[src/core/mifd_defs.svh]
// Contract
// RL1 - Each input has a selectable active level, high or low.
// RL2 - Input functions follow the selected drive mode.
// RL3 - Binary: inputs one to five form selection; jog/teach: inputs one to three.
// RL4 - Binary: rising edge of input six launches the selected movement.
// RL5 - Jog/teach: falling edge of input six starts the selected movement.
// RL6 - Jog/teach: input six held five seconds stores teach target.
// RL7 - Jog/teach: input four jogs negative, input five jogs positive.
// RL8 - Input seven switches motor current on and off in every mode.
// RL9 - Input eight is positive limit, input nine negative limit.
// RL10 - Input ten stops and acknowledges; in pulse/direction only acknowledges.
// RL11 - Binary and jog/teach: asserted input ten blocks all movement.
// RL12 - Pulse/direction: input one steps, input two direction, three to six ignored.
// RL13 - Bus modes: inputs one to six and ten go to bus master.
// RL14 - Bus modes keep enable and limit switch functions.
// RL15 - Limits unused: inputs eight and nine also pass to bus master.
// RL16 - With bus active only the dominant bus may change configuration.
// RL17 - Every input passes two flip-flops before polarity or edge logic.
`ifndef MIFD_DEFS_SVH
`define MIFD_DEFS_SVH
`define MIFD_NUM_INPUTS 10
`define MIFD_POL_RESET 10'h3FF
`define MIFD_TEACH_TIME_S 5
`define MIFD_CLK_HZ 100000000
`define MIFD_TEACH_CYCLES (`MIFD_TEACH_TIME_S * `MIFD_CLK_HZ)
`define MIFD_IN_START 5
`define MIFD_IN_ENABLE 6
`define MIFD_IN_LIMPOS 7
`define MIFD_IN_LIMNEG 8
`define MIFD_IN_STOP 9
`endif

[src/core/mifd_pkg.sv]
package mifd_pkg;
	typedef enum logic [2:0] {
		MIFD_MODE_NONE   = 3'b000,
		MIFD_MODE_BINARY = 3'b001,
		MIFD_MODE_JOG    = 3'b010,
		MIFD_MODE_PULSE  = 3'b011,
		MIFD_MODE_CAN    = 3'b100,
		MIFD_MODE_MBUS   = 3'b101
	} mifd_mode_t;
endpackage

[src/core/mifd_decoder.sv]
`timescale 1ns/100ps
`include "mifd_defs.svh"
module mifd_decoder
	import mifd_pkg::*;
#(
	parameter int NUM_IN       = `MIFD_NUM_INPUTS,
	parameter int TEACH_CYCLES = `MIFD_TEACH_CYCLES
) (
	input  wire logic              clk,
	input  wire logic              srst,
	input  wire logic [NUM_IN-1:0] command_input,
	input  wire logic [2:0]        drive_mode,
	input  wire logic              bus_active,
	input  wire logic              cfg_wr_local,
	input  wire logic              cfg_wr_bus,
	input  wire logic [NUM_IN-1:0] cfg_pol_wdata,
	input  wire logic              limits_used,
	output logic [NUM_IN-1:0]      active_polarity,
	output logic                   cfg_rejected,
	output logic [4:0]             move_select,
	output logic                   move_start,
	output logic                   teach_store,
	output logic                   jog_negative,
	output logic                   jog_positive,
	output logic                   motor_enable,
	output logic                   limit_positive,
	output logic                   limit_negative,
	output logic                   motion_stop,
	output logic                   error_ack,
	output logic                   step_pulse,
	output logic                   step_direction,
	output logic [NUM_IN-1:0]      bus_gp_inputs
);
	localparam int CW = $clog2(TEACH_CYCLES + 1);

	typedef struct packed {
		logic [NUM_IN-1:0] pol;
		logic [NUM_IN-1:0] act_d;
		logic [CW-1:0]     hold_cnt;
		logic              taught;
		logic              rej;
		logic [4:0]        sel;
		logic              start;
		logic              teach;
		logic              jneg;
		logic              jpos;
		logic              en;
		logic              lpos;
		logic              lneg;
		logic              stop;
		logic              ack;
		logic              step;
		logic              dir;
		logic [NUM_IN-1:0] gp;
	} mifd_st_t;

	mifd_st_t          st_reg;
	mifd_st_t          st_next;
	logic [NUM_IN-1:0] in_sync;
	logic [NUM_IN-1:0] act;
	mifd_mode_t        mode;

	// RL17 pins synchronised first.
	mifd_sync #(
		.WIDTH (NUM_IN)
	) u_sync (
		.clk  (clk),
		.srst (srst),
		.d    (command_input),
		.q    (in_sync)
	);

	assign mode = mifd_mode_t'(drive_mode);

	// RL1 per input polarity.
	genvar gi;
	generate
		for (gi = 0; gi < NUM_IN; gi++) begin : g_pol
			assign act[gi] = st_reg.pol[gi] ? in_sync[gi] : ~in_sync[gi];
		end
	endgenerate

	always_comb begin
		logic is_bin;
		logic is_jog;
		logic is_pul;
		logic is_bus;
		logic rise6;
		logic fall6;
		logic stop_on;
		is_bin  = (mode == MIFD_MODE_BINARY);
		is_jog  = (mode == MIFD_MODE_JOG);
		is_pul  = (mode == MIFD_MODE_PULSE);
		is_bus  = (mode == MIFD_MODE_CAN) || (mode == MIFD_MODE_MBUS);
		rise6   = act[`MIFD_IN_START] & ~st_reg.act_d[`MIFD_IN_START];
		fall6   = ~act[`MIFD_IN_START] & st_reg.act_d[`MIFD_IN_START];
		stop_on = act[`MIFD_IN_STOP];
		st_next       = st_reg;
		st_next.act_d = act;
		st_next.rej   = 1'b0;
		// RL16 only dominant bus writes when active.
		if (bus_active) begin
			if (cfg_wr_bus) begin
				st_next.pol = cfg_pol_wdata;
			end
			st_next.rej = cfg_wr_local;
		end else if (cfg_wr_local) begin
			st_next.pol = cfg_pol_wdata;
		end
		st_next.start = 1'b0;
		st_next.teach = 1'b0;
		st_next.jneg  = 1'b0;
		st_next.jpos  = 1'b0;
		st_next.step  = 1'b0;
		st_next.dir   = 1'b0;
		st_next.stop  = 1'b0;
		st_next.ack   = 1'b0;
		st_next.sel   = 5'h00;
		st_next.gp    = '0;
		// RL8 enable in every mode.
		st_next.en = act[`MIFD_IN_ENABLE];
		// RL9 limit switches.
		st_next.lpos = act[`MIFD_IN_LIMPOS];
		st_next.lneg = act[`MIFD_IN_LIMNEG];
		if (!(is_jog && act[`MIFD_IN_START]) || stop_on) begin
			st_next.hold_cnt = '0;
			st_next.taught   = 1'b0;
		end
		// RL2 mode dependent mapping.
		if (is_bin) begin
			// RL3 five bit selection.
			st_next.sel = act[4:0];
			// RL10 stop and acknowledge.
			st_next.stop = stop_on;
			st_next.ack  = stop_on;
			// RL4 rising edge launch, RL11 stop dominant.
			st_next.start = rise6 & ~stop_on;
		end else if (is_jog) begin
			// RL3 three bit selection.
			st_next.sel  = {2'b00, act[2:0]};
			st_next.stop = stop_on;
			st_next.ack  = stop_on;
			// RL7 jog while held, RL11 stop dominant.
			st_next.jneg = act[3] & ~stop_on;
			st_next.jpos = act[4] & ~stop_on;
			// RL5 falling edge start unless a teach happened.
			st_next.start = fall6 & ~stop_on & ~st_reg.taught;
			// RL6 five second hold stores target.
			if (act[`MIFD_IN_START] && !stop_on && !st_reg.taught) begin
				if (st_reg.hold_cnt == CW'(TEACH_CYCLES - 1)) begin
					st_next.teach  = 1'b1;
					st_next.taught = 1'b1;
				end else begin
					st_next.hold_cnt = st_reg.hold_cnt + CW'(1);
				end
			end
		end else if (is_pul) begin
			// RL12 step and direction.
			st_next.step = act[0];
			st_next.dir  = act[1];
			// RL10 acknowledge only.
			st_next.ack = stop_on;
		end else if (is_bus) begin
			// RL13 pass through to bus master, RL14 keeps 7 to 9.
			st_next.gp[5:0]          = act[5:0];
			st_next.gp[`MIFD_IN_STOP] = stop_on;
			// RL15 free limits also passed through.
			if (!limits_used) begin
				st_next.gp[`MIFD_IN_LIMPOS] = act[`MIFD_IN_LIMPOS];
				st_next.gp[`MIFD_IN_LIMNEG] = act[`MIFD_IN_LIMNEG];
			end
		end
	end

	always_ff @(posedge clk) begin
		if (srst) begin
			st_reg     <= '0;
			st_reg.pol <= NUM_IN'(`MIFD_POL_RESET);
		end else begin
			st_reg <= st_next;
		end
	end

	assign active_polarity = st_reg.pol;
	assign cfg_rejected    = st_reg.rej;
	assign move_select     = st_reg.sel;
	assign move_start      = st_reg.start;
	assign teach_store     = st_reg.teach;
	assign jog_negative    = st_reg.jneg;
	assign jog_positive    = st_reg.jpos;
	assign motor_enable    = st_reg.en;
	assign limit_positive  = st_reg.lpos;
	assign limit_negative  = st_reg.lneg;
	assign motion_stop     = st_reg.stop;
	assign error_ack       = st_reg.ack;
	assign step_pulse      = st_reg.step;
	assign step_direction  = st_reg.dir;
	assign bus_gp_inputs   = st_reg.gp;

	chk_stop_blocks_start: assert property (@(posedge clk) disable iff (srst) // RL11
		(motion_stop |-> !move_start && !jog_negative && !jog_positive))
		else $error("Movement issued while stop asserted.");
	chk_binary_rise_start: assert property (@(posedge clk) disable iff (srst) // RL4
		(mode == MIFD_MODE_BINARY && $rose(act[`MIFD_IN_START]) && !act[`MIFD_IN_STOP]
		&& $stable(drive_mode) |=> move_start))
		else $error("Binary start missed on rising edge.");
	chk_jog_fall_start: assert property (@(posedge clk) disable iff (srst) // RL5
		(move_start && $past(mode) == MIFD_MODE_JOG |-> $past(act[`MIFD_IN_START], 2)
		&& !$past(act[`MIFD_IN_START])))
		else $error("Jog start not on falling edge.");
	chk_enable_follows: assert property (@(posedge clk) disable iff (srst) // RL8
		(##1 motor_enable == $past(act[`MIFD_IN_ENABLE])))
		else $error("Enable does not follow input seven.");
	chk_limits_follow: assert property (@(posedge clk) disable iff (srst) // RL9
		(##1 limit_positive == $past(act[`MIFD_IN_LIMPOS]) && limit_negative == $past(act[`MIFD_IN_LIMNEG])))
		else $error("Limit outputs do not follow inputs.");
	chk_pulse_no_stop: assert property (@(posedge clk) disable iff (srst) // RL10
		($past(mode) == MIFD_MODE_PULSE |-> !motion_stop && error_ack == $past(act[`MIFD_IN_STOP])))
		else $error("Pulse mode stop or acknowledge wrong.");
	chk_local_reject: assert property (@(posedge clk) disable iff (srst) // RL16
		(bus_active && cfg_wr_local && !cfg_wr_bus |=> cfg_rejected && $stable(active_polarity)))
		else $error("Local configuration accepted while bus active.");
	chk_bus_gp_mask: assert property (@(posedge clk) disable iff (srst) // RL13
		($past(mode) != MIFD_MODE_CAN && $past(mode) != MIFD_MODE_MBUS |-> bus_gp_inputs == '0))
		else $error("General purpose inputs leak outside bus modes.");
	chk_teach_needs_hold: assert property (@(posedge clk) disable iff (srst) // RL6
		(teach_store |-> $past(act[`MIFD_IN_START]) && $past(act[`MIFD_IN_START], 2)))
		else $error("Teach stored without continuous hold.");

	chk_binary_select: assert property (@(posedge clk) disable iff (srst) // RL3
		($past(mode) == MIFD_MODE_BINARY |-> move_select == $past(act[4:0])))
		else $error("Binary selection does not follow inputs one to five.");

	chk_jog_select: assert property (@(posedge clk) disable iff (srst) // RL3
		($past(mode) == MIFD_MODE_JOG |-> move_select == {2'b00, $past(act[2:0])}))
		else $error("Jog selection does not follow inputs one to three.");

	chk_select_idle: assert property (@(posedge clk) disable iff (srst) // RL2
		($past(mode) != MIFD_MODE_BINARY && $past(mode) != MIFD_MODE_JOG |-> move_select == 5'h00))
		else $error("Selection driven outside binary and jog modes.");

	chk_jog_negative: assert property (@(posedge clk) disable iff (srst) // RL7
		($past(mode) == MIFD_MODE_JOG
		|-> jog_negative == ($past(act[3]) && !$past(act[`MIFD_IN_STOP]))))
		else $error("Negative jog does not follow input four.");

	chk_jog_positive: assert property (@(posedge clk) disable iff (srst) // RL7
		($past(mode) == MIFD_MODE_JOG
		|-> jog_positive == ($past(act[4]) && !$past(act[`MIFD_IN_STOP]))))
		else $error("Positive jog does not follow input five.");

	chk_jog_idle: assert property (@(posedge clk) disable iff (srst) // RL7
		($past(mode) != MIFD_MODE_JOG |-> !jog_negative && !jog_positive))
		else $error("Jog driven outside jog mode.");

	chk_step_follow: assert property (@(posedge clk) disable iff (srst) // RL12
		($past(mode) == MIFD_MODE_PULSE
		|-> step_pulse == $past(act[0]) && step_direction == $past(act[1])))
		else $error("Step or direction does not follow inputs one and two.");

	chk_step_idle: assert property (@(posedge clk) disable iff (srst) // RL12
		($past(mode) != MIFD_MODE_PULSE |-> !step_pulse && !step_direction))
		else $error("Step or direction driven outside pulse mode.");

	chk_stop_ack_level: assert property (@(posedge clk) disable iff (srst) // RL10
		($past(mode) == MIFD_MODE_BINARY || $past(mode) == MIFD_MODE_JOG
		|-> motion_stop == $past(act[`MIFD_IN_STOP]) && error_ack == $past(act[`MIFD_IN_STOP])))
		else $error("Stop or acknowledge does not follow input ten.");

	chk_stop_idle: assert property (@(posedge clk) disable iff (srst) // RL10
		($past(mode) != MIFD_MODE_BINARY && $past(mode) != MIFD_MODE_JOG && $past(mode) != MIFD_MODE_PULSE
		|-> !motion_stop && !error_ack))
		else $error("Stop or acknowledge driven in a bus or idle mode.");

	chk_bus_gp_pass: assert property (@(posedge clk) disable iff (srst) // RL13
		($past(mode) == MIFD_MODE_CAN || $past(mode) == MIFD_MODE_MBUS
		|-> bus_gp_inputs[5:0] == $past(act[5:0]) && bus_gp_inputs[9] == $past(act[`MIFD_IN_STOP])
		&& !bus_gp_inputs[6]))
		else $error("Bus inputs do not follow command inputs.");

	chk_bus_free_limits: assert property (@(posedge clk) disable iff (srst) // RL15
		(($past(mode) == MIFD_MODE_CAN || $past(mode) == MIFD_MODE_MBUS) && !$past(limits_used)
		|-> bus_gp_inputs[8:7] == $past(act[8:7])))
		else $error("Free limit inputs not passed to the bus.");

	chk_bus_used_limits: assert property (@(posedge clk) disable iff (srst) // RL14
		(($past(mode) == MIFD_MODE_CAN || $past(mode) == MIFD_MODE_MBUS) && $past(limits_used)
		|-> bus_gp_inputs[8:7] == 2'b00 && limit_positive == $past(act[`MIFD_IN_LIMPOS])
		&& limit_negative == $past(act[`MIFD_IN_LIMNEG])))
		else $error("Limit functions lost in bus mode.");

	chk_bus_write: assert property (@(posedge clk) disable iff (srst) // RL16
		(bus_active && cfg_wr_bus |=> active_polarity == $past(cfg_pol_wdata)))
		else $error("Bus configuration write not applied.");

	chk_local_write: assert property (@(posedge clk) disable iff (srst) // RL16
		(!bus_active && cfg_wr_local |=> active_polarity == $past(cfg_pol_wdata) && !cfg_rejected))
		else $error("Local configuration write not applied.");

	chk_idle_bus_write: assert property (@(posedge clk) disable iff (srst) // RL16
		(!bus_active && cfg_wr_bus && !cfg_wr_local |=> $stable(active_polarity)))
		else $error("Bus write applied while no bus is active.");

	chk_pol_steady: assert property (@(posedge clk) disable iff (srst) // RL1
		(!cfg_wr_local && !cfg_wr_bus |=> $stable(active_polarity)))
		else $error("Polarity changed without a write.");

	chk_reject_cause: assert property (@(posedge clk) disable iff (srst) // RL16
		(cfg_rejected |-> $past(bus_active) && $past(cfg_wr_local)))
		else $error("Rejection without a local write on an active bus.");

	chk_start_modes: assert property (@(posedge clk) disable iff (srst) // RL11
		(move_start |-> ($past(mode) == MIFD_MODE_BINARY || $past(mode) == MIFD_MODE_JOG)
		&& !$past(act[`MIFD_IN_STOP])))
		else $error("Start issued in a wrong mode or under stop.");

	chk_binary_edge: assert property (@(posedge clk) disable iff (srst) // RL4
		(move_start && $past(mode) == MIFD_MODE_BINARY
		|-> $past(act[`MIFD_IN_START]) && !$past(act[`MIFD_IN_START], 2)))
		else $error("Binary start without a rising edge.");

	chk_teach_mode: assert property (@(posedge clk) disable iff (srst) // RL6
		(teach_store |-> $past(mode) == MIFD_MODE_JOG && !$past(act[`MIFD_IN_STOP]) && !move_start))
		else $error("Teach stored outside jog mode or under stop.");
endmodule

[src/core/mifd_sync.sv]
`timescale 1ns/100ps
// Two-stage synchroniser for the raw command inputs.
module mifd_sync #(
	parameter int WIDTH = 10
) (
	input  wire logic             clk,
	input  wire logic             srst,
	input  wire logic [WIDTH-1:0] d,
	output logic      [WIDTH-1:0] q
);
	typedef struct packed {
		logic [WIDTH-1:0] s1;
		logic [WIDTH-1:0] s2;
	} mifd_sync_st_t;

	mifd_sync_st_t st_reg;
	mifd_sync_st_t st_next;

	// RL17 two flop chain.
	always_comb begin
		st_next    = st_reg;
		st_next.s1 = d;
		st_next.s2 = st_reg.s1;
	end

	always_ff @(posedge clk) begin
		if (srst) begin
			st_reg <= '0;
		end else begin
			st_reg <= st_next;
		end
	end

	assign q = st_reg.s2;
endmodule

[config.mk]
export PLATFORM = sky130hd
export DESIGN_NAME = mifd_decoder
export DESIGN_NICKNAME = d
export VERILOG_FILES = /design/src/core/mifd_pkg.sv /design/src/core/mifd_decoder.sv /design/src/core/mifd_sync.sv
export VERILOG_INCLUDE_DIRS = /design/src /design/src/core
export SDC_FILE = /design/constraint.sdc
export NUM_CORES = 1
export LEC_CHECK = 0
export BUFFER_PORTS_ARGS = -buffer_cell sky130_fd_sc_hd__buf_2
export CELL_PAD_IN_SITES_DETAIL_PLACEMENT = 0
export CELL_PAD_IN_SITES_GLOBAL_PLACEMENT = 1
export CORE_MARGIN = 2
export CORE_UTILIZATION = 45
export CTS_CLUSTER_DIAMETER = 60
export CTS_CLUSTER_SIZE = 16
export DETAILED_ROUTE_END_ITERATION = 12
export PLACE_DENSITY_LB_ADDON = 0.1
export SYNTH_ARGS = -nofsm -noshare
export SYNTH_HDL_FRONTEND = slang
export SYNTH_SLANG_ARGS = --single-unit
[constraint.sdc]
create_clock -name clk -period 4.1 [get_ports clk]
set_input_delay 0.205 -clock clk [delete_from_list [all_inputs] [get_ports clk]]
set_output_delay 0.205 -clock clk [all_outputs]
set_load 0.005 [all_outputs]
==> Word-level counts from Yosys, hierarchy flattened <==
Cells that the tools add are included.
{ "totals": {"elab_cells": 99, "output_inout_bits": 37, "register_bits": 93} }
{ "classes": {"bitwise_logic": 26, "muxes": 27, "n_reduce_logical": 16, "eq_ne": 7, "addsub": 1} }
{ "op_table": {"columns": ["operator", "n"], "rows": [
  ["$mux W30", 4],
  ["$mux W10", 3],
  ["$add A29 B1 Y29 const B", 1],
  ["$eq A29 B29 Y1 const B", 1],
  ["$mux W29", 1],
  ["$not A1 Y1", 19],
  ["$mux W1", 15],
  ["$reduce_or A4 Y1", 2],
  ["$and A1 B1 Y1", 7],
  ["$mux W7", 1],
  ["$eq A3 B2 Y1 const B", 2],
  ["$eq A3 B3 Y1 const B", 2],
  ["$mux W6", 1],
  ["$reduce_or A6 Y1", 1],
  ["$reduce_or A5 Y1", 1],
  ["$eq A3 B1 Y1 const B", 1],
  ["$logic_and A1 B1 Y1", 3],
  ["$logic_not A1 Y1", 3],
  ["$mux W3", 1],
  ["$reduce_or A3 Y1", 1],
  ["$logic_or A1 B1 Y1", 2],
  ["$mux W2", 1],
  ["$ne A2 B1 Y1 const B", 1],
  ["$reduce_and A2 Y1", 1],
  ["2 further kinds", 2]
]} }

==> Logic depth before layout (Yosys ltp) <==
{ "logic_depth": {"word_depth": 10, "ltp_mapped": 9, "mapped_depth_nobuf": 7} }

==> By module <==
From an unflattened synthesis, not the netlist that was laid out.
{ "hier_totals": {"cells_unflattened": 403, "area_unflattened_um2": 3887.5} }
{ "modules_own_cells": {"columns": ["module", "seq_area_each_um2", "n_inst", "area_per_inst_um2", "cells_each"], "rows": [
  ["mifd_decoder", 1341.3, 1, 3269.4, 361],
  ["mifd_sync", 400.4, 1, 618.1, 42]
]} }

==> Worst setup path before layout <==
OpenSTA, ideal clock, no wires.
{ "synth_timing": {"path_type": "register -> register", "start": "reg st_reg[28] (netlist bit)", "end": "reg st_reg[36] (netlist bit)", "path_stages_with_launch": 9, "setup_ns": 0.122, "required_time_ns": 3.978, "synth_period_minus_slack_ns": 2.201, "t_arrival_ns": 2.079, "setup_slack_ns": 1.899, "path_buffers": 2, "path_cell_list": "dfxtp_1 -> ha_1 -> nand4_1 -> or4_1 -> buf_2 -> o21ba_4 -> buf_6 -> and3_1 -> a221o_1"} }
{ "synth_via": {"elab_chain_len": 5} }
{ "synth_lines": {"columns": ["item", "line", "text"], "rows": [
  ["from (decl)", "mifd_decoder.sv:57", "mifd_st_t st_reg;"],
  ["from (signal assigned)", "mifd_decoder.sv:180", "st_reg <= st_next;"],
  ["$add A29 B1 Y29 or $eq A29 B29 Y1 (tied branches)", "mifd_decoder.sv:154, mifd_decoder.sv:150", null],
  ["$mux W29 (*)", "mifd_decoder.sv:150", "if (st_reg.hold_cnt == CW'(TEACH_CYCLES - 1)) begin"],
  ["$mux W30 (*)", "mifd_decoder.sv:149", "if (act[`MIFD_IN_START] && !stop_on && !st_reg.taught) begin"],
  ["$mux W30 (*)", "mifd_decoder.sv:138", "end else if (is_jog) begin"],
  ["$mux W30 (*)", "mifd_decoder.sv:130", "if (is_bin) begin"]
]} }
Every way passes the cells marked *; elsewhere a longest branch is shown, timed or not.
A chain may end at the register's enable or synchronous reset.

==> Worst setup path in the final report <==
Ends and elaborated chain as after synthesis.

==> results_tabular.tex <==
\begin{tabular}{lr}
\hline
Metric & Value \\
\hline
\multicolumn{2}{l}{\textbf{Run status}} \\
Status & finished clean \\
\multicolumn{2}{l}{\textbf{STA}} \\
RSZ-0062 raised after global routing & false \\
Max-slew violation total from the final report & 0 \\
Min cycle time layout & 2730 ps \\
Final worst-path cycle share & 66.7\% \\
Final Hold Viols & 0 \\
Final-report setup violation count & 0 \\
Worst slack on hold paths & 32.3 ps \\
Relative slew slack & 56.7\% \\
Max Fclk & 366 MHz \\
Setup TNS after final layout & 0 ps \\
Least-Margin Pin Slew & 649 ps \\
Setup clock skew after layout & 8.60 ps \\
\multicolumn{2}{l}{\textbf{Layout}} \\
Area grow syn2layout & 9.05\% \\
Number of flip-flops in the largest register & 31 \\
Final net count & 449 \\
Proportion of layout cells with a drive suffix above 1 & 20.5\% \\
N\_diodes & 0 \\
\multicolumn{2}{l}{\textbf{Logic synthesis}} \\
Fraction of the mapped netlist area in adder cells & 0.340\% \\
Syn Nets & 417 \\
Share of async-settable or async-resettable flops after synthesis & 0\% \\
Synthesized cell area & 0.00368 mm\^{}2 \\
Multiplexer area fraction after synthesis & 1.36\% \\
Synth warn & 0 \\
Part of the Yosys area used for sequential elements & 47.4\% \\
Count of flip-flops with a built-in enable after synthesis & 0 \\
Fraction of the mapped netlist area in simple logic gates & 25.4\% \\
Number of library cell types mapped by synthesis & 54 \\
Dominant combinational cell family by area after synthesis & simple AND/OR/NAND/NOR gates \\
Avg Cell Area, Syn & 9.50 um\^{}2 \\
Most instantiated library cell after synthesis & sky130\_fd\_sc\_hd\_\_dfxtp\_1 \\
Synth top area cells & sky130\_fd\_sc\_hd\_\_dfxtp\_1 47\%, sky130\_fd\_sc\_hd\_\_buf\_4 5.5\%, sky130\_fd\_sc\_hd\_\_nor2b\_1 5.3\% \\
XOR/XNOR Fraction of Synth Area & 3.34\% \\
Most frequent cells after synthesis & 87 x sky130\_fd\_sc\_hd\_\_dfxtp\_1, 31 x sky130\_fd\_sc\_hd\_\_nor2\_1, 31 x sky130\_fd\_sc\_hd\_\_nor2b\_1, 27 x sky130\_fd\_sc\_hd\_\_buf\_4, 21 x sky130\_fd\_sc\_hd\_\_nand3\_1 \\
Area fraction of the dominant cell type after synthesis & 47.4\% \\
Ys flop type & sky130\_fd\_sc\_hd\_\_dfxtp\_1 \\
Instance count of the mapped netlist & 387 \\
Compound-Gate Fraction of Synth Area & 13.4\% \\
Synth Register Bits & 87 \\
Largest area contributor in the synthesized netlist & sky130\_fd\_sc\_hd\_\_dfxtp\_1 \\
\multicolumn{2}{l}{\textbf{Worst setup path}} \\
CP endpoint kind & flop \\
CP max-delay cell & sky130\_fd\_sc\_hd\_\_or4\_1 \\
R2R Path End & st\_reg[36] \\
Critical Path RT & 4390 ps \\
Highest fanout seen on the critical path & 17 \\
Series of cell instances along the critical path & ha\_1, nand4\_1, or4\_1, o21ai\_2, nand2\_1, clkinv\_1, a221o\_1 \\
Reg2reg setup slack & 1370 ps \\
Type of the worst setup path & reg -> reg \\
Max incr delay on CP & 670 ps \\
CP Data Arrival Time & 3020 ps \\
Worst reg2reg path depth & 7 \\
R2R Path Start & st\_reg[28] \\
Worst setup SP type & flop \\
\multicolumn{2}{l}{\textbf{Pwr}} \\
Combinational share of power & 6.3\% \\
P\_int & 1.14 mW \\
Worst ir drop on vdd & 212 uV \\
Switching part of the total power & 24.4\% \\
Leak pwr & 1.62 nW \\
Net load switching power & 368 uW \\
Seq pwr share & 58.4\% \\
PwrDens & 377 mW/mm\^{}2 \\
Clk network pwr share & 35.2\% \\
\multicolumn{2}{l}{\textbf{Global routing}} \\
Initial antenna violation count & 0 \\
Busiest layer in global routing & met2 \\
Global-route wire length before repair & 12500 um \\
GRT met3 Usage & 6.07\% \\
GRT Resource Usage Total & 17.8\% \\
Met1 usage in global routing & 23.2\% \\
Global routing met2 resource utilization & 28.6\% \\
Pin count of the biggest net entering global routing & 40 \\
Overall overflow remaining after global route & 0 \\
Vias in the first global route & 2638 \\
\multicolumn{2}{l}{\textbf{Min path}} \\
Endpoint, Worst Hold & bus\_gp\_inputs[7] \\
Origin of the worst min-delay path & limits\_used \\
Worst Hold Class & in -> reg \\
Number of cells traversed by the worst hold path & 2 \\
\multicolumn{2}{l}{\textbf{Detailed routing}} \\
Residual DRC count & 0 \\
Detailed-route wire length per cell & 14.2 um \\
Initial drt markers & 126 \\
Detailed-router iteration count before antenna repair & 4 \\
DR vias & 2812 \\
Post-Route WL & 7480 um \\
Vias per inst & 5.35 \\
Antenna-violating nets left & 0 \\
\multicolumn{2}{l}{\textbf{Clock tree}} \\
Clock-pin slew of the registers on the worst-case setup and hold paths & 90 ps \\
CTS tree & done \\
Worst-Skew Late Latency & 350 ps \\
Number of buffers inserted by post-CTS setup repair & 0 \\
CTS Buffer Depth & 2 \\
Clock root buffer master & sky130\_fd\_sc\_hd\_\_clkbuf\_8 \\
Number of clock buffers inserted by TritonCTS & 9 \\
Hold bufs inserted after CTS & 0 \\
Number of gates resized after cts & 0 \\
Clock tree sinks & 87 \\
H-tree depth & 3 \\
\multicolumn{2}{l}{\textbf{Placed design}} \\
Quantity of I/O buffers inserted on ports & 64 \\
Detailed Place HPWL & 5290 um \\
Gpl congestion & 0.761 \\
\multicolumn{2}{l}{\textbf{Die}} \\
Die footprint & 0.00891 mm\^{}2 \\
Number of rows created at floorplan & 32 \\
Ports & 66 \\
Floorplan die height & 94.4 um \\
Placeable core region & 0.00781 mm\^{}2 \\
Starting utilization of the core area & 47.1\% \\
Die width & 94.4 um \\
\multicolumn{2}{l}{\textbf{Flow run}} \\
Number of max-cap violations & 0 \\
\hline
\end{tabular}
==> cells by family (layout without fill, tap and decap cells) <==
group,after synthesis,count (layout)
AO/OA/AOI/OAI,61,61
multiplexers,5,5
adder cells (fa/ha/maj),1,1
buffers and inverters,50,87
other,1,1
XOR/XNOR,14,14
flip-flops,87,87
AND/OR/NAND/NOR,168,168
==> worst max-delay path by stage <==
| stage | start | end | slack, ps | cells past startpoint |
|---|---|---|---|---|
| global route | st_reg[28] | st_reg[52] | 1120 | 7 |
| floorplan | st_reg[28] | st_reg[36] | 1900 | 8 |
| finish | st_reg[28] | st_reg[36] | 1370 | 7 |
| CTS | st_reg[28] | st_reg[36] | 1320 | 7 |
| detailed placement | st_reg[28] | st_reg[47] | 1370 | 7 |
| global placement | st_reg[28] | st_reg[52] | 1450 | 7 |
==> power groups by stage <==
stage	clock, mW	combinational, mW	sequential [mW]
finish	0.532	0.0956	0.883
global route	0.591	0.108	0.886
CTS	0.553	0.0976	0.883
detailed placement	0	0.0973	0.903
floorplan	0	0.0743	0.901
global placement	0	0.0962	0.902
==> cells in the final DEF (no fill, tap or decap), types with 3 or more instances in the layout <==
| master | n |
|---|---|
| sky130_fd_sc_hd__dfxtp_1 | 87 |
| sky130_fd_sc_hd__buf_2 | 64 |
| sky130_fd_sc_hd__nor2b_1 | 31 |
| sky130_fd_sc_hd__nor2_1 | 31 |
| sky130_fd_sc_hd__nand3_1 | 21 |
| sky130_fd_sc_hd__nor3_1 | 17 |
| sky130_fd_sc_hd__a211o_1 | 17 |
| sky130_fd_sc_hd__nand2_1 | 16 |
| sky130_fd_sc_hd__xor2_1 | 12 |
| sky130_fd_sc_hd__and3_1 | 11 |
| sky130_fd_sc_hd__clkbuf_8 | 9 |
| sky130_fd_sc_hd__nor4_1 | 8 |
| sky130_fd_sc_hd__nand4_1 | 8 |
| sky130_fd_sc_hd__o21ai_0 | 7 |
| sky130_fd_sc_hd__and4_1 | 6 |
| sky130_fd_sc_hd__or4_1 | 5 |
| sky130_fd_sc_hd__a22oi_1 | 5 |
| sky130_fd_sc_hd__mux2i_1 | 5 |
| sky130_fd_sc_hd__inv_1 | 5 |
| sky130_fd_sc_hd__a221o_1 | 5 |
| sky130_fd_sc_hd__a21oi_1 | 5 |
| sky130_fd_sc_hd__o311a_1 | 3 |
| sky130_fd_sc_hd__a21o_1 | 3 |
| sky130_fd_sc_hd__or3_1 | 3 |
| sky130_fd_sc_hd__clkinvlp_4 | 3 |
==> cell type report <==
class | count | area [um^2]
multi-input combinational | 250 | 1620
tap | 102 | 128
clock inverter | 5 | 42.5
fill | 769 | 3800
timing repair buffer | 65 | 328
sequential | 87 | 1740
clock buffer | 11 | 131
inverter | 6 | 22.5
==> per-stage QoR <==
step	cells	area (um^2)	power (mW)	setup WS, ps	util, %
global placement	510	3830	0.998	1450	49.1
global route	526	4010	1.59	1120	51.3
finish	526	4010	1.51	1370	51.3
CTS	526	4010	1.53	1320	51.3
floorplan	387	3680	0.975	1900	-
detailed placement	510	3830	1.00	1370	49.1
==> routing by layer <==
metal  vias up  share of wire (%)
met1      1304                 44
li1       1426                  -
met2        76                 48
met5         -                  0
met3         6                7.4
met4         0               0.83
==> critical path: cells and delay by family, from the launching register on <==
family,cells,cell delay [ps]
compound gates,2,660
flops,1,410
fa+ha+maj,1,250
buf+inv,1,340
simple gates,3,1010
Note: power is estimated with default switching activity, not from simulation.
